### src/verilog/timer_unit_pkg.sv
// Package: bus carriers, register map, field layout and modes of the timer/counter unit
// What this block does
// - Timers tick at oscillator over twelve
// - Count external pulses, source below oscillator/24
// - Timers 0/1 mode 0: 8-bit, 32:1 prescaler
// - Timers 0/1 mode 1: full 16-bit count
// - Mode 2: 8-bit count, auto-reload from high
// - Mode 3: timer 0 splits, timer 1 holds
// - Gate lets pin enable timer 0/1 counting
// - Timer 2 16-bit, 2:1 prescaler, selectable gate
// - Four capture/compare registers; channel 0 reloads
// - Reload mode 0: overflow loads channel 0 value
// - Reload mode 1: trigger falling edge reloads, flags
// - Capture mode 0: pin rising edge latches timer 2
// - Capture mode 1: low-byte write latches timer 2
// - Compare match acts on output, sets its status flag
// - Compare mode 0: match high, overflow low
// - Compare mode 1: software level, overflow ignored
// - Timer 2 count and gate share one pin
// - Timer 0/1 count inputs are own pins
// - Channel pins capture input and compare output
package timer_unit_pkg;
	localparam int ADDR_W = 8;

	typedef struct packed {
		logic [ADDR_W-1:0] awaddr;
		logic awvalid;
		logic [31:0] wdata;
		logic [3:0] wstrb;
		logic wvalid;
		logic bready;
		logic [ADDR_W-1:0] araddr;
		logic arvalid;
		logic rready;
	} axiReq_t;

	typedef struct packed {
		logic awready;
		logic wready;
		logic [1:0] bresp;
		logic bvalid;
		logic arready;
		logic [31:0] rdata;
		logic [1:0] rresp;
		logic rvalid;
	} axiRsp_t;

	localparam logic [1:0] RESP_OKAY = 2'h0;
	localparam logic [1:0] RESP_SLVERR = 2'h2;

	localparam logic [ADDR_W-1:0] OFF_TCTRL = 8'h00;
	localparam logic [ADDR_W-1:0] OFF_STAT = 8'h04;
	localparam logic [ADDR_W-1:0] OFF_T0CNT = 8'h08;
	localparam logic [ADDR_W-1:0] OFF_T1CNT = 8'h0C;
	localparam logic [ADDR_W-1:0] OFF_T2CTRL = 8'h10;
	localparam logic [ADDR_W-1:0] OFF_T2CNT = 8'h14;
	localparam logic [ADDR_W-1:0] OFF_CCEN = 8'h18;
	localparam logic [ADDR_W-1:0] OFF_CC0 = 8'h1C;
	localparam logic [ADDR_W-1:0] OFF_LAST = 8'h28;

	// Oscillator clocks per machine cycle
	localparam int MC_DIVIDE = 12;
	localparam logic [3:0] MC_LAST = 4'(MC_DIVIDE - 1);

	localparam int TC_MODE0 = 0;
	localparam int TC_CT0 = 2;
	localparam int TC_GATE0 = 3;
	localparam int TC_MODE1 = 4;
	localparam int TC_CT1 = 6;
	localparam int TC_GATE1 = 7;
	localparam int TC_RUN0 = 8;
	localparam int TC_RUN1 = 9;
	localparam int TCTRL_W = 10;

	localparam int T2C_SEL = 0;
	localparam int T2C_PRE = 2;
	localparam int T2C_RLEN = 3;
	localparam int T2C_RLMODE = 4;
	localparam int T2C_EXEN = 5;
	localparam int T2CTRL_W = 6;

	localparam int CCEN_LEVEL = 8;
	localparam int CCEN_CMPMODE = 12;
	localparam int CCEN_W = 13;

	localparam int ST_TF0 = 0;
	localparam int ST_TF1 = 1;
	localparam int ST_TF2 = 2;
	localparam int ST_EXF2 = 3;
	localparam int ST_CCF = 4;
	localparam int STAT_W = 8;

	localparam logic [15:0] RST_COUNT = 16'h0000;

	typedef enum logic [1:0] {T01_PRESCALE13, T01_COUNT16, T01_RELOAD8, T01_SPLIT} t01Mode_t;
	typedef enum logic [1:0] {T2_STOP, T2_TIMER, T2_COUNT_PIN, T2_GATED_TIMER} t2Src_t;
	typedef enum logic [1:0] {CC_OFF, CC_CAPTURE_PIN, CC_COMPARE, CC_CAPTURE_WRITE} ccMode_t;
endpackage
### src/verilog/three_timer_counter_unit.sv
// Three timer/counters with capture/compare unit behind an AXI4-Lite register slave
`timescale 1ns/1ns
module three_timer_counter_unit import timer_unit_pkg::*; (
	input wire logic clock,
	input wire logic rstn,
	input wire axiReq_t axiReq,
	output axiRsp_t axiRsp,
	input wire logic tmr0CountPin,
	input wire logic tmr1CountPin,
	input wire logic extIrq0GatePin,
	input wire logic extIrq1GatePin,
	input wire logic tmr2CountGatePin,
	input wire logic tmr2ReloadTriggerPin,
	input wire logic [3:0] capcmpPinIn,
	output logic [3:0] capcmpPinOut,
	output logic [3:0] capcmpPinOeN
);
	// Bus and configuration state
	logic awRdy_q, awRdy_d, bValid_q, bValid_d, arRdy_q, arRdy_d, rValid_q, rValid_d;
	logic [1:0] bResp_q, bResp_d, rResp_q, rResp_d;
	logic [31:0] rData_q, rData_d;
	logic [TCTRL_W-1:0] tCtrl_q, tCtrl_d;
	logic [T2CTRL_W-1:0] t2Ctrl_q, t2Ctrl_d;
	logic [CCEN_W-1:0] ccEn_q, ccEn_d;
	logic [STAT_W-1:0] stat_q, stat_d;
	// Timer state
	logic [3:0] mcCnt_q, mcCnt_d;
	logic [3:0] smp_q, smp_d;
	logic [15:0] t0_q, t0_d, t1_q, t1_d, t2_q, t2_d;
	logic preTgl_q, preTgl_d;
	logic [15:0] cc_q [4];
	logic [15:0] cc_d [4];
	logic [3:0] capPrev_q, capPrev_d, matchPrev_q, matchPrev_d;
	logic [3:0] pinOut_q, pinOut_d, pinOeN_q, pinOeN_d;

	logic wrFire, rdFire, mcTick;
	logic [ADDR_W-1:0] wrOff, rdOff;
	logic [3:0] fall;
	logic tf0Set, tf1Set, tf2Set, exf2Set, ovf2, extEdge, t2Inc, inc0, inc1;
	logic [3:0] ccHit, ccCap, ccEvt;
	t01Mode_t mode0, mode1;
	ccMode_t [3:0] ccMode;

	assign wrFire = awRdy_q & axiReq.awvalid & axiReq.wvalid;
	assign rdFire = arRdy_q & axiReq.arvalid;
	assign wrOff = axiReq.awaddr;
	assign rdOff = axiReq.araddr;
	assign mcTick = (mcCnt_q == MC_LAST);
	assign mode0 = t01Mode_t'(tCtrl_q[TC_MODE0+:2]);
	assign mode1 = t01Mode_t'(tCtrl_q[TC_MODE1+:2]);
	// Falling transition between two machine-cycle samples; caps the rate at osc/24
	assign fall = {4{mcTick}} & smp_q & ~{tmr2ReloadTriggerPin, tmr2CountGatePin, tmr1CountPin, tmr0CountPin};
	for (genvar g = 0; g < 4; g++) begin : g_mode
		assign ccMode[g] = ccMode_t'(ccEn_q[2*g+:2]);
	end

	function automatic logic [31:0] merge(input logic [31:0] old, input logic [31:0] data, input logic [3:0] strb);
		logic [31:0] r;
		r = old;
		for (int b = 0; b < 4; b++) begin
			if (strb[b]) begin
				r[8*b+:8] = data[8*b+:8];
			end
		end
		return r;
	endfunction

	function automatic logic mapped(input logic [ADDR_W-1:0] a);
		return (a[1:0] == 2'h0) && (a <= OFF_LAST);
	endfunction

	// Next count of timer 0/1 in modes 0..2, low byte only in split mode; bit 16 is overflow
	function automatic logic [16:0] step01(input t01Mode_t m, input logic [15:0] c, input logic inc);
		logic [16:0] r;
		r = {1'b0, c};
		if (inc) begin
			case (m)
				T01_PRESCALE13: begin
					r[4:0] = c[4:0] + 5'h01;
					if (c[4:0] == 5'h1F) begin
						r[15:8] = c[15:8] + 8'h01;
						r[16] = (c[15:8] == 8'hFF);
					end
				end
				T01_COUNT16: r = {c == 16'hFFFF, c + 16'h0001};
				T01_RELOAD8: begin
					r[7:0] = (c[7:0] == 8'hFF) ? c[15:8] : c[7:0] + 8'h01;
					r[16] = (c[7:0] == 8'hFF);
				end
				T01_SPLIT: begin
					r[7:0] = c[7:0] + 8'h01;
					r[16] = (c[7:0] == 8'hFF);
				end
				default: r = {1'b0, c};
			endcase
		end
		return r;
	endfunction

	function automatic logic [31:0] readValue(input logic [ADDR_W-1:0] a, input logic [TCTRL_W-1:0] tc,
			input logic [STAT_W-1:0] st, input logic [15:0] c0, input logic [15:0] c1,
			input logic [T2CTRL_W-1:0] t2c, input logic [15:0] c2, input logic [CCEN_W-1:0] ce);
		logic [31:0] r;
		r = 32'h0000_0000;
		case (a)
			OFF_TCTRL: r[TCTRL_W-1:0] = tc;
			OFF_STAT: r[STAT_W-1:0] = st;
			OFF_T0CNT: r[15:0] = c0;
			OFF_T1CNT: r[15:0] = c1;
			OFF_T2CTRL: r[T2CTRL_W-1:0] = t2c;
			OFF_T2CNT: r[15:0] = c2;
			OFF_CCEN: r[CCEN_W-1:0] = ce;
			default: r = 32'h0000_0000;
		endcase
		return r;
	endfunction

	// Register bus and configuration
	always_comb begin
		awRdy_d = 1'b0;
		arRdy_d = 1'b0;
		bValid_d = bValid_q & ~axiReq.bready;
		rValid_d = rValid_q & ~axiReq.rready;
		bResp_d = bResp_q;
		rResp_d = rResp_q;
		rData_d = rData_q;
		tCtrl_d = tCtrl_q;
		t2Ctrl_d = t2Ctrl_q;
		ccEn_d = ccEn_q;
		// One write and one read in flight; write ready pulses only once both address and data are offered
		if (!awRdy_q && !bValid_q && axiReq.awvalid && axiReq.wvalid) begin
			awRdy_d = 1'b1;
		end
		if (!arRdy_q && !rValid_q && axiReq.arvalid) begin
			arRdy_d = 1'b1;
		end
		if (wrFire) begin
			bValid_d = 1'b1;
			bResp_d = mapped(wrOff) ? RESP_OKAY : RESP_SLVERR;
			case (wrOff)
				OFF_TCTRL: tCtrl_d = TCTRL_W'(merge(32'(tCtrl_q), axiReq.wdata, axiReq.wstrb));
				OFF_T2CTRL: t2Ctrl_d = T2CTRL_W'(merge(32'(t2Ctrl_q), axiReq.wdata, axiReq.wstrb));
				OFF_CCEN: ccEn_d = CCEN_W'(merge(32'(ccEn_q), axiReq.wdata, axiReq.wstrb));
				default: ;
			endcase
		end
		if (rdFire) begin
			rValid_d = 1'b1;
			rResp_d = mapped(rdOff) ? RESP_OKAY : RESP_SLVERR;
			rData_d = readValue(rdOff, tCtrl_q, stat_q, t0_q, t1_q, t2Ctrl_q, t2_q, ccEn_q);
			if (rdOff >= OFF_CC0 && mapped(rdOff)) begin
				rData_d = {16'h0000, cc_q[rdOff[3:2] - 2'h3]};
			end
		end
	end

	always_ff @(posedge clock or negedge rstn) begin
		if (!rstn) begin
			awRdy_q <= 1'b0;
			arRdy_q <= 1'b0;
			bValid_q <= 1'b0;
			rValid_q <= 1'b0;
			bResp_q <= RESP_OKAY;
			rResp_q <= RESP_OKAY;
			rData_q <= 32'h0000_0000;
			tCtrl_q <= '0;
			t2Ctrl_q <= '0;
			ccEn_q <= '0;
		end else begin
			awRdy_q <= awRdy_d;
			arRdy_q <= arRdy_d;
			bValid_q <= bValid_d;
			rValid_q <= rValid_d;
			bResp_q <= bResp_d;
			rResp_q <= rResp_d;
			rData_q <= rData_d;
			tCtrl_q <= tCtrl_d;
			t2Ctrl_q <= t2Ctrl_d;
			ccEn_q <= ccEn_d;
		end
	end

	assign axiRsp = '{awready: awRdy_q, wready: awRdy_q, bresp: bResp_q, bvalid: bValid_q,
		arready: arRdy_q, rdata: rData_q, rresp: rResp_q, rvalid: rValid_q};

	// Timers 0 and 1, machine-cycle base and input sampling
	always_comb begin
		logic [16:0] r0, r1;
		logic hiInc;
		r0 = '0;
		r1 = '0;
		hiInc = 1'b0;
		mcCnt_d = mcTick ? 4'h0 : mcCnt_q + 4'h1;
		smp_d = smp_q;
		if (mcTick) begin
			smp_d = {tmr2ReloadTriggerPin, tmr2CountGatePin, tmr1CountPin, tmr0CountPin};
		end
		// Gate pin only qualifies the count while gating is programmed
		inc0 = tCtrl_q[TC_RUN0] & (~tCtrl_q[TC_GATE0] | extIrq0GatePin) & (tCtrl_q[TC_CT0] ? fall[0] : mcTick);
		inc1 = tCtrl_q[TC_RUN1] & (~tCtrl_q[TC_GATE1] | extIrq1GatePin) & (tCtrl_q[TC_CT1] ? fall[1] : mcTick);
		r0 = step01(mode0, t0_q, inc0);
		// A timer 1 left in split mode freezes
		r1 = step01(mode1, t1_q, (mode1 == T01_SPLIT) ? 1'b0 : inc1);
		t0_d = r0[15:0];
		t1_d = r1[15:0];
		tf0Set = r0[16];
		tf1Set = r1[16];
		if (mode0 == T01_SPLIT) begin
			hiInc = tCtrl_q[TC_RUN1] & mcTick;
			t0_d[15:8] = t0_q[15:8] + {7'h00, hiInc};
			tf1Set = hiInc & (t0_q[15:8] == 8'hFF);
		end
		if (wrFire && wrOff == OFF_T0CNT) begin
			t0_d = 16'(merge({16'h0000, t0_q}, axiReq.wdata, axiReq.wstrb));
		end
		if (wrFire && wrOff == OFF_T1CNT) begin
			t1_d = 16'(merge({16'h0000, t1_q}, axiReq.wdata, axiReq.wstrb));
		end
	end

	always_ff @(posedge clock or negedge rstn) begin
		if (!rstn) begin
			mcCnt_q <= 4'h0;
			smp_q <= 4'h0;
			t0_q <= RST_COUNT;
			t1_q <= RST_COUNT;
		end else begin
			mcCnt_q <= mcCnt_d;
			smp_q <= smp_d;
			t0_q <= t0_d;
			t1_q <= t1_d;
		end
	end

	// Timer 2 with reload, capture and compare channels; channel 0 doubles as reload value
	always_comb begin
		logic src;
		logic [31:0] stClr;
		src = 1'b0;
		stClr = '0;
		case (t2Src_t'(t2Ctrl_q[T2C_SEL+:2]))
			T2_TIMER: src = mcTick;
			T2_COUNT_PIN: src = fall[2];
			T2_GATED_TIMER: src = mcTick & tmr2CountGatePin;
			default: src = 1'b0;
		endcase
		preTgl_d = preTgl_q ^ (src & t2Ctrl_q[T2C_PRE]);
		t2Inc = src & (~t2Ctrl_q[T2C_PRE] | preTgl_q);
		ovf2 = t2Inc & (t2_q == 16'hFFFF);
		extEdge = fall[3];
		t2_d = t2Inc ? t2_q + 16'h0001 : t2_q;
		if (ovf2 && t2Ctrl_q[T2C_RLEN] && !t2Ctrl_q[T2C_RLMODE]) begin
			t2_d = cc_q[0];
		end
		if (extEdge && t2Ctrl_q[T2C_RLEN] && t2Ctrl_q[T2C_RLMODE]) begin
			t2_d = cc_q[0];
		end
		if (wrFire && wrOff == OFF_T2CNT) begin
			t2_d = 16'(merge({16'h0000, t2_q}, axiReq.wdata, axiReq.wstrb));
		end
		tf2Set = ovf2;
		exf2Set = extEdge & t2Ctrl_q[T2C_EXEN];
		capPrev_d = capcmpPinIn;
		matchPrev_d = matchPrev_q;
		pinOut_d = pinOut_q;
		pinOeN_d = pinOeN_q;
		for (int i = 0; i < 4; i++) begin
			cc_d[i] = cc_q[i];
			ccHit[i] = 1'b0;
			ccCap[i] = 1'b0;
			matchPrev_d[i] = (t2_q == cc_q[i]);
			pinOeN_d[i] = (ccMode[i] != CC_COMPARE);
			if (wrFire && wrOff == OFF_CC0 + 8'(4 * i)) begin
				cc_d[i] = 16'(merge({16'h0000, cc_q[i]}, axiReq.wdata, axiReq.wstrb));
				if (ccMode[i] == CC_CAPTURE_WRITE && axiReq.wstrb[0]) begin
					cc_d[i] = t2_q;
					ccCap[i] = 1'b1;
				end
			end
			// Rising transition on the pin; pins are already synchronous
			if (ccMode[i] == CC_CAPTURE_PIN && capcmpPinIn[i] && !capPrev_q[i]) begin
				cc_d[i] = t2_q;
				ccCap[i] = 1'b1;
			end
			// Only the first cycle of equality counts, so a stopped timer does not retrigger
			if (ccMode[i] == CC_COMPARE && t2_q == cc_q[i] && !matchPrev_q[i]) begin
				ccHit[i] = 1'b1;
			end
			if (!ccEn_q[CCEN_CMPMODE]) begin
				if (ovf2) begin
					pinOut_d[i] = 1'b0;
				end
				if (ccHit[i]) begin
					pinOut_d[i] = 1'b1;
				end
			end else if (ccHit[i]) begin
				pinOut_d[i] = ccEn_q[CCEN_LEVEL + i];
			end
		end
		ccEvt = ccHit | ccCap;
		// Hardware set wins over a same-cycle write-one-to-clear
		if (wrFire && wrOff == OFF_STAT) begin
			stClr = axiReq.wdata & {{24{1'b0}}, {8{axiReq.wstrb[0]}}};
		end
		stat_d = (stat_q & ~stClr[STAT_W-1:0]) | {ccEvt, exf2Set, tf2Set, tf1Set, tf0Set};
	end

	always_ff @(posedge clock or negedge rstn) begin
		if (!rstn) begin
			t2_q <= RST_COUNT;
			preTgl_q <= 1'b0;
			for (int i = 0; i < 4; i++) begin
				cc_q[i] <= RST_COUNT;
			end
			capPrev_q <= 4'h0;
			matchPrev_q <= 4'h0;
			pinOut_q <= 4'h0;
			pinOeN_q <= 4'hF;
			stat_q <= '0;
		end else begin
			t2_q <= t2_d;
			preTgl_q <= preTgl_d;
			for (int i = 0; i < 4; i++) begin
				cc_q[i] <= cc_d[i];
			end
			capPrev_q <= capPrev_d;
			matchPrev_q <= matchPrev_d;
			pinOut_q <= pinOut_d;
			pinOeN_q <= pinOeN_d;
			stat_q <= stat_d;
		end
	end

	assign capcmpPinOut = pinOut_q;
	assign capcmpPinOeN = pinOeN_q;
endmodule // three_timer_counter_unit

### config.mk
export PLATFORM = sky130hd
export DESIGN_NAME = three_timer_counter_unit
export DESIGN_NICKNAME = d
export VERILOG_FILES = /design/src/verilog/timer_unit_pkg.sv /design/src/verilog/three_timer_counter_unit.sv
export SDC_FILE = /design/constraint.sdc
export NUM_CORES = 1
export LEC_CHECK = 0
export CORE_AREA = 2 2 173 175
export DETAILED_ROUTE_END_ITERATION = 8
export DIE_AREA = 0 0 175 177
export DONT_BUFFER_PORTS = 1
export PLACE_DENSITY = 0.66
export SYNTH_ARGS = -nofsm -noshare
export SYNTH_HDL_FRONTEND = slang
export SYNTH_SLANG_ARGS = --single-unit
### constraint.sdc
create_clock -name clock -period 3.7 [get_ports clock]
set_clock_uncertainty 0.2 [all_clocks]
set_input_delay 0.74 -clock clock [delete_from_list [all_inputs] [get_ports clock]]
set_output_delay 0.74 -clock clock [all_outputs]
set_load 0.02 [all_outputs]
==> results of run 1 <==
==> cell families after synthesis <==
group | count (synthesis) | synth area share (%)
multiplexers | 122 | 11.5
buffers and inverters | 152 | 5.84
adder cells (fa/ha/maj) | 22 | 2.17
XOR/XNOR | 94 | 6.50
AND/OR/NAND/NOR | 438 | 17.1
flip-flops | 196 | 38.7
AO/OA/AOI/OAI | 348 | 18.0
other | 1 | 0.0296
==> layer usage <==
| metal | wire length (microns) | vias to the layer above |
|---|---|---|
| li1 | - | 4853 |
| met2 | 18100 | 538 |
| met5 | 13 | - |
| met4 | 1560 | 2 |
| met1 | 17600 | 5272 |
| met3 | 4920 | 109 |
==> worst register-to-register path, cell delays in order, from the launching register on <==
cell	delay (ns)
sky130_fd_sc_hd__dfrtp_1	0.38
sky130_fd_sc_hd__ha_1	0.27
sky130_fd_sc_hd__and3b_1	0.18
sky130_fd_sc_hd__buf_4	0.18
sky130_fd_sc_hd__nand4_1	0.32
sky130_fd_sc_hd__a21oi_1	1.06
sky130_fd_sc_hd__a31oi_1	0.17
sky130_fd_sc_hd__o21ai_0	0.22
==> path summary, 6_finish.rpt <==
kind | from | to | slack (ns) | cells past startpoint
min reg2reg | mcCnt_q[0] | mcCnt_q[0] | 0.26 | 1
min in group clock | capcmpPinIn[0] | capPrev_q[0] | 0.11 | 0
max reg2reg | mcCnt_q[0] | t2_q[0] | 0.64 | 7
max | mcCnt_q[0] | t2_q[0] | 0.64 | 7
min | rstn | t0_q[13] | -0.22 | 0
max in group asynchronous | rstn | stat_q[2] | 3.03 | 0
==> cells in the mapped netlist, types with 6 or more instances <==
cell type	instances	area [sq um]
sky130_fd_sc_hd__nor3_1	27	135
sky130_fd_sc_hd__nand2b_1	13	81.3
sky130_fd_sc_hd__xor2_1	58	508
sky130_fd_sc_hd__o21ai_0	68	340
sky130_fd_sc_hd__buf_4	26	195
sky130_fd_sc_hd__a22o_1	15	131
sky130_fd_sc_hd__nand4_1	22	138
sky130_fd_sc_hd__mux2i_1	73	731
sky130_fd_sc_hd__and2_1	6	37.5
sky130_fd_sc_hd__clkbuf_1	51	191
sky130_fd_sc_hd__o31ai_1	13	97.6
sky130_fd_sc_hd__a221oi_1	18	158
sky130_fd_sc_hd__a31oi_1	9	56.3
sky130_fd_sc_hd__nand3_1	34	170
sky130_fd_sc_hd__o21a_1	8	60.1
sky130_fd_sc_hd__mux2_2	33	372
sky130_fd_sc_hd__a21oi_1	114	571
sky130_fd_sc_hd__a21o_1	9	67.6
sky130_fd_sc_hd__a22oi_1	19	143
sky130_fd_sc_hd__a222oi_1	9	90.1
sky130_fd_sc_hd__mux4_2	16	360
sky130_fd_sc_hd__nor2b_1	11	68.8
sky130_fd_sc_hd__a211oi_1	7	52.6
sky130_fd_sc_hd__inv_1	33	124
sky130_fd_sc_hd__a31o_2	11	96.3
sky130_fd_sc_hd__nor4_1	18	113
sky130_fd_sc_hd__buf_1	13	48.8
sky130_fd_sc_hd__dfrtp_1	192	4800
sky130_fd_sc_hd__ha_1	22	275
sky130_fd_sc_hd__nand2_1	119	447
sky130_fd_sc_hd__and3_1	12	75.1
sky130_fd_sc_hd__nor2_1	131	492
sky130_fd_sc_hd__o22ai_1	11	68.8
sky130_fd_sc_hd__xnor2_1	36	315
sky130_fd_sc_hd__a221o_1	8	80.1
sky130_fd_sc_hd__buf_2	24	120
==> cell usage in the layout, fill, tap and decap left out, types with 15 or more instances in the layout <==
master,instances
sky130_fd_sc_hd__inv_1,33
sky130_fd_sc_hd__o21ai_0,68
sky130_fd_sc_hd__dfrtp_1,192
sky130_fd_sc_hd__nor3_1,27
sky130_fd_sc_hd__a22oi_1,19
sky130_fd_sc_hd__xnor2_1,36
sky130_fd_sc_hd__mux4_2,16
sky130_fd_sc_hd__a21oi_1,114
sky130_fd_sc_hd__mux2_2,33
sky130_fd_sc_hd__nand2_1,119
sky130_fd_sc_hd__nor4_1,18
sky130_fd_sc_hd__a221oi_1,18
sky130_fd_sc_hd__buf_4,30
sky130_fd_sc_hd__nand4_1,22
sky130_fd_sc_hd__conb_1,18
sky130_fd_sc_hd__mux2i_1,73
sky130_fd_sc_hd__clkbuf_16,17
sky130_fd_sc_hd__nor2_1,131
sky130_fd_sc_hd__a22o_1,15
sky130_fd_sc_hd__xor2_1,58
sky130_fd_sc_hd__ha_1,22
sky130_fd_sc_hd__nand3_1,34
==> power groups by stage <==
stage	Clock [mW]	Sequential, mW	Combinational, mW
final	2.03	2.31	0.250
after global routing	2.13	2.32	0.274
after CTS	2.04	2.31	0.246
after detailed placement	0	2.36	0.244
after global placement	0	2.35	0.238
after floorplan	0	2.32	0.251
==> sequential cells by signal (all words and copies together), names as in the netlist, 6 cells and up <==
| register | flops |
|---|---|
| stat_q | 8 |
| cc_q | 64 |
| t2Ctrl_q | 6 |
| t2_q | 16 |
| t0_q | 16 |
| ccEn_q | 13 |
| t1_q | 16 |
| tCtrl_q | 10 |
| rData_q | 16 |
==> through the flow <==
stage          instances  total power, mW  setup WS (ns)  area, sq um
2_1_floorplan       1390             2.57          0.487        12700
3_3_place_gp        1691             2.59          0.636        12800
3_5_place_dp        1691             2.60          0.616        12800
4_1_cts             1723             4.60          0.702        13500
5_1_grt             1723             4.73          0.406        13500
6_report            1723             4.60          0.635        13500
==> area by class of cell <==
cell class | count | share of cell area [%]
clock inverter | 12 | 1.20
inverter | 33 | 0.920
timing repair buffer | 30 | 1.67
clock buffer | 20 | 3.47
tap | 390 | 3.62
sequential | 196 | 36.5
multi-input combinational | 1042 | 52.6
==> summary.md, run 1 <==
| Metric | Value |
|---|---|
| Mapped Cells | `1,373` |
| Number of global-route vias before repair | `between 10,000 and 15,000` |
| Die Span X | `around 180 microns` |
| Total setup violations reported at the end of the flow | `0` |
| Num rows | `63` |
| Number of register bits inferred by synthesis | `196` |
| DR iter-0 viols | `1,319` |
| Met3 usage in global routing | `about 10%` |
| Power share of the sequential group | `about 50%` |
| Worst relative slew slack | `between 10% and 20%` |
| Outcome | `finished with violations` |
| Post-route fraction of the period consumed by the critical path | `between 80% and 90%` |
| Fill cells | `approximately 2,800` |
| Number of buffers created by CTS | `17` |
| Routed Antenna Nets | `0` |
| Type of the worst min-delay path | `primary input to async pin` |
| Buffers and inverters on the worst path | `1` |
| Post-synthesis area per instance | `about 9.2 sq um` |
| Combined area of the multi-input logic cells | `about 0.0071 sq mm` |
| Buffers from clock root to sink, at most | `2` |
| Starting utilization of the core area | `around 43%` |
| Largest fanout on the critical path | `14` |
| Critical Path RT | `around 3.9 ns` |
| Cell at the root of the clock tree | `sky130_fd_sc_hd__clkbuf_16` |
| Part of the power in combinational logic | `5.4%` |
| Class of the most critical setup path | `flop to flop` |
| ANT cells | `0` |
| Total half-perimeter wirelength after legalization and detailed placement | `about 31,000 microns` |
| Average wire per cell in the routed design | `around 25 microns` |
| Via count of the routed design | `10,800` |
| Largest net degree at the start of global routing | `roughly 200` |
| Total number of H-tree levels | `4` |
| Most frequently used flop master after synthesis | `sky130_fd_sc_hd__dfrtp_1` |
| Routed wire length | `roughly 42,000 microns` |
| GR Util All Layers | `between 20% and 30%` |
| Clock share of power | `44.2%` |
| Transition time at the pin with the least slew margin | `between 1 and 1.5 ns` |
| VDD IR max | `337 uV` |
| Sum of overflow across all layers after global routing | `0` |
| Achievable Freq | `between 300 and 400 MHz` |
| Setup crit end kind | `flop` |
| Number of input and output port buffers inserted | `0` |
| Last weighted congestion value of the routability-driven placer | `around 0.95` |
| Critical-path cell list | `ha_1 > and3b_1 > buf_4 > nand4_1 > a21oi_1 > a31oi_1 > o21ai_0` |
| Met1 Track Usage GR | `between 30 and 40%` |
| Clock-pin slew of the registers on the worst-case setup and hold paths | `0.08 ns` |
| Final-layout setup total negative slack | `0 ns` |
| Antenna violations before repair | `1` |
| Die Height | `around 180 microns` |
| I/O pin total | `approximately 120` |
| Die area | `around 0.031 sq mm` |
| Core Footprint | `about 0.029 sq mm` |
| Total number of clock tree sinks | `approximately 200` |
| Worst hold slack across all endpoints | `-0.222 ns` |
| DRT Pass-1 Iters | `8` |
| Violations in the final reports | `negative hold slack` |
| Number of hold-slack violations in the final timing report | `192` |
| Ratio of cells with drive above 1 in the final layout | `between 10% and 20%` |
| Via count normalized by instance count | `about 6.3` |
| Switching part of the total | `around a quarter` |
| Fin nets | `1,411` |
| Top Family by Delay on Critical Path | `compound AO/OA/AOI/OAI gates` |
| Synth-to-layout area growth | `6.22%` |
| Netlist area before placement | `approximately 0.013 sq mm` |
| Cts repair resizes | `0` |
| Most used routing layer | `met2` |
| Final Max Slew Viols | `0` |
| Total power per unit cell area | `between 300 and 400 mW/mm^2` |
| Seq. cell area | `between 0.004 and 0.005 sq mm` |
| Leakage | `5.68 nW` |
| Number of setup buffers added after CTS | `0` |
| Sw Pwr | `roughly 1.2 mW` |
| Launching element type of the critical path | `flop` |
| First-pass GRT wire length | `between 60,000 and 70,000 microns` |
| Cell with the biggest individual delay on the critical path | `sky130_fd_sc_hd__a21oi_1` |
| Synthesis warning total | `0` |
| Count of unique library cells instantiated by Yosys | `around 80` |
| Setup repair after global routing missed its margin | `no` |
| TritonCTS clock tree | `yes` |
| Post-route DRC violation count | `0` |
| Insertion delay to the later sink of the worst-skew pair | `0.46 ns` |
| Proportion of synthesized flip-flops having asynchronous set or reset | `100%` |
| Sequential area share after synthesis | `38.7%` |
| Fraction of met2 tracks used by global routing | `between 40% and 50%` |
| WP data arrival | `~3.2 ns` |
| Internal Pwr Total | `between 3 and 4 mW` |
| Final critical path time including I/O delays and setup | `a little over 3 ns` |
| Final standard cell utilization of the core | `between 40% and 50%` |
| Crit path largest cell delay | `between 1 and 1.5 ns` |
| Number of max-cap violations | `0` |
| Number of flops mapped to enable cells by yosys | `0` |
No activity file was read; power rests on OpenSTA's default activity.
==> run 2: changes to the inputs <==
- clock period: 3.7 -> 2.9 ns (I/O delays scaled with it)
==> run 2 against run 1 <==
The run still ends with negative hold slack left. Critical endpoint is now capcmpPinOut[2]. Non-clock buffer count is 29 higher. Critical path type unchanged. Sequential cell count unchanged. Maximum frequency rose by 15%. Sequential share of layout area down 0.71 points. Clock power is 29% higher. Hold slack worse by 0.15 ns. Final cell count up 1.9%. Core utilization increased by 0.91 points. Register-to-register slack got worse by 0.41 ns. Wire length increased by 2.3%.
==> summary.md, run 2 (synthesis gave the netlist of run 1 again) <==
| Metric | Value |
|---|---|
| Outcome | `finished with violations` |
| Violations in the final reports | `negative hold slack` |
| Sw Pwr | `1.66 mW (+38%)` |
| Num rows | `63 (unchanged)` |
| Synth-to-layout area growth | `8.32%` |
| Die area | `0.0310 sq mm (unchanged)` |
| Setup crit end kind | `flop` |
| Post-route fraction of the period consumed by the critical path | `92.1% (+9.2 points)` |
| Total number of H-tree levels | `4 (unchanged)` |
| Final critical path time including I/O delays and setup | `2.67 ns (-0.395 ns)` |
| Achievable Freq | `375 MHz (+15%)` |
| Quantity of hold-fixing buffers added after cts | `4` |
| Leading cell type in the layout, fill and taps excluded | `sky130_fd_sc_hd__dfrtp_1` |
| Antenna violations before repair | `4 (+3)` |
| Number of hold-slack violations in the final timing report | `196 (+2.1%)` |
| Number of max-cap violations | `0 (unchanged)` |
| First-pass GRT wire length | `65,300 microns (+2.3%)` |
| Insertion delay to the later sink of the worst-skew pair | `0.47 ns (about the same)` |
| Transition time at the pin with the least slew margin | `1.15 ns (-0.0591 ns)` |
| GR Util All Layers | `28.2% (+0.73 points)` |
| Commonest cells after routing, fill and taps aside | `192 x sky130_fd_sc_hd__dfrtp_1, 131 x sky130_fd_sc_hd__nor2_1, 119 x sky130_fd_sc_hd__nand2_1` |
| Total setup violations reported at the end of the flow | `0 (unchanged)` |
| I/O pin total | `118 (unchanged)` |
| Number of input and output port buffers inserted | `0 (unchanged)` |
| Number of buffers created by CTS | `17 (unchanged)` |
| Last weighted congestion value of the routability-driven placer | `0.980 (+3.4%)` |
| Final Max Slew Viols | `0 (unchanged)` |
| VDD IR max | `422 uV (+25%)` |
| DRT Pass-1 Iters | `8 (unchanged)` |
| Total number of clock tree sinks | `196 (unchanged)` |
| Critical Path RT | `3.03 ns (-0.85 ns)` |
| Routed wire length | `43,200 microns (+2.3%)` |
| Flip-flop count of the largest register after layout | `64 (unchanged)` |
| Starting utilization of the core area | `43.3% (unchanged)` |
| Cell at the root of the clock tree | `sky130_fd_sc_hd__clkbuf_16` |
| WP data arrival | `2.80 ns (-0.44 ns)` |
| Die Height | `177 microns (unchanged)` |
| Die Span X | `175 microns (unchanged)` |
| Type of the worst min-delay path | `primary input to async pin` |
| TritonCTS clock tree | `yes` |
| Power share of the sequential group | `50.0% (-0.4 points)` |
| Routed Antenna Nets | `0 (unchanged)` |
| Worst relative slew slack | `22.8% (+3.4 points)` |
| Fill cells | `2,762 (-0.47%)` |
| Worst hold slack across all endpoints | `-0.372 ns (-0.150 ns)` |
| Launching element type of the critical path | `flop` |
| Register bank with the most flops | `cc_q` |
| Largest net degree at the start of global routing | `197 (unchanged)` |
| Via count normalized by instance count | `6.32 (+1.1%)` |
| Ratio of cells with drive above 1 in the final layout | `12.6% (+1.6 points)` |
| Final-layout setup total negative slack | `0 ns (unchanged)` |
| DR iter-0 viols | `1,251 (-5.2%)` |
| Clock share of power | `44.3% (about the same)` |
| Total power per unit cell area | `429 mW/mm^2 (+26%)` |
| Fin nets | `1,440 (+2.1%)` |
| Post-route DRC violation count | `0 (unchanged)` |
| Largest fanout on the critical path | `9 (-5)` |
| Part of the power in combinational logic | `5.7% (+0.3 points)` |
| Leakage | `5.82 nW (+2.5%)` |
| Internal Pwr Total | `4.23 mW (+25%)` |
| Core Footprint | `0.0292 sq mm (unchanged)` |
| Number of setup buffers added after CTS | `0 (unchanged)` |
| Sum of overflow across all layers after global routing | `0 (unchanged)` |
| Buffers from clock root to sink, at most | `2 (unchanged)` |
| Number of global-route vias before repair | `10,500 (+2.9%)` |
| Clock-pin slew of the registers on the worst-case setup and hold paths | `0.09 ns (about the same)` |
| Switching part of the total | `28.1% (+2.0 points)` |
| Class of the most critical setup path | `flop to flop` |
| Total half-perimeter wirelength after legalization and detailed placement | `31,100 microns (+0.70%)` |
| Total power draw | `5.89 mW (+28%)` |
| Setup repair after global routing missed its margin | `no` |
| Average wire per cell in the routed design | `24.6 microns (+0.35%)` |
| Via count of the routed design | `11,100 (+3.1%)` |
==> run 2: changes by cell type in the layout (fill, tap and decap cells not counted), sizes merged <==
cell and change:
buf +25, diode +4, dlygate4sd3 +4, clkbuf -3
clkinv +3, bufinv -1, clkinvlp +1
==> run 2: what timing repair did <==
action	4_1_cts	5_1_grt
hold endpoints to repair	200	196
endpoints found under the setup margin	0	0
gates resized for setup	0	0
==> run 2: critical path, cell delays in order (launching register included) <==
cell and delay, ns:
sky130_fd_sc_hd__dfrtp_1 0.61, sky130_fd_sc_hd__nand4_2 0.33, sky130_fd_sc_hd__or2_2 0.44, sky130_fd_sc_hd__or4_1 0.69, sky130_fd_sc_hd__a21oi_1 0.20, sky130_fd_sc_hd__a31oi_1 0.06
==> run 2: metal layers <==
| layer | vias up | wire length [microns] | global-route usage [%] |
|---|---|---|---|
| met4 | 2 | 1440 | 11.3 |
| met1 | 5426 | 17800 | 38.4 |
| met5 | - | 10 | 0 |
| li1 | 4908 | - | - |
| met2 | 667 | 18700 | 42.3 |
| met3 | 102 | 5260 | 8.10 |
==> run 2: stage by stage <==
| stage | std cells | setup WS, ns | hold slack (ns) | utilization, % | area [sq um] |
|---|---|---|---|---|---|
| finish | 1756 | 0.230 | -0.372 | 46.9 | 13700 |
| global route | 1752 | 0.0198 | -0.383 | 46.9 | 13700 |
| CTS | 1752 | 0.249 | -0.387 | 46.9 | 13700 |
| detailed placement | 1716 | 0.178 | 0.0992 | 44.6 | 13000 |
| global placement | 1716 | 0.166 | 0.0943 | 44.6 | 13000 |
| floorplan | 1390 | 0.0771 | 0.0844 | - | 12700 |
==> run 2: power groups by stage <==
stage / sequential (mW) / combinational, mW / clock, mW
6_report: 2.94 / 0.334 / 2.61
4_1_cts: 2.94 / 0.327 / 2.62
3_5_place_dp: 3.00 / 0.321 / 0
3_3_place_gp: 2.99 / 0.315 / 0
2_1_floorplan: 2.96 / 0.321 / 0
5_1_grt: 2.95 / 0.367 / 2.72
==> run 2: final cells by class <==
cell class / instances / area, sq um / area share, %
diodes: 4 / 10.0 / 0.0729
clock buffers: 17 / 425 / 3.10
flip-flops and latches: 196 / 4910 / 35.8
inverters: 33 / 124 / 0.902
clock inverters: 15 / 219 / 1.59
repair buffers: 59 / 465 / 3.39
multi-input cells: 1042 / 7090 / 51.6
well taps: 390 / 488 / 3.55
==> run 2: worst paths after layout <==
path	end	start	slack [ns]	depth (start not counted)
setup / recovery	capcmpPinOut[2]	t2_q[6]	0.23	5
hold / removal	bValid_q	rstn	-0.37	0
setup reg to reg	capcmpPinOut[2]	t2_q[6]	0.23	5
hold reg to reg	mcCnt_q[0]	mcCnt_q[0]	0.27	1
max in group asynchronous	cc_q[33]	rstn	2.50	0
min in group clock	rValid_q	axiReq[0]	0.03	1
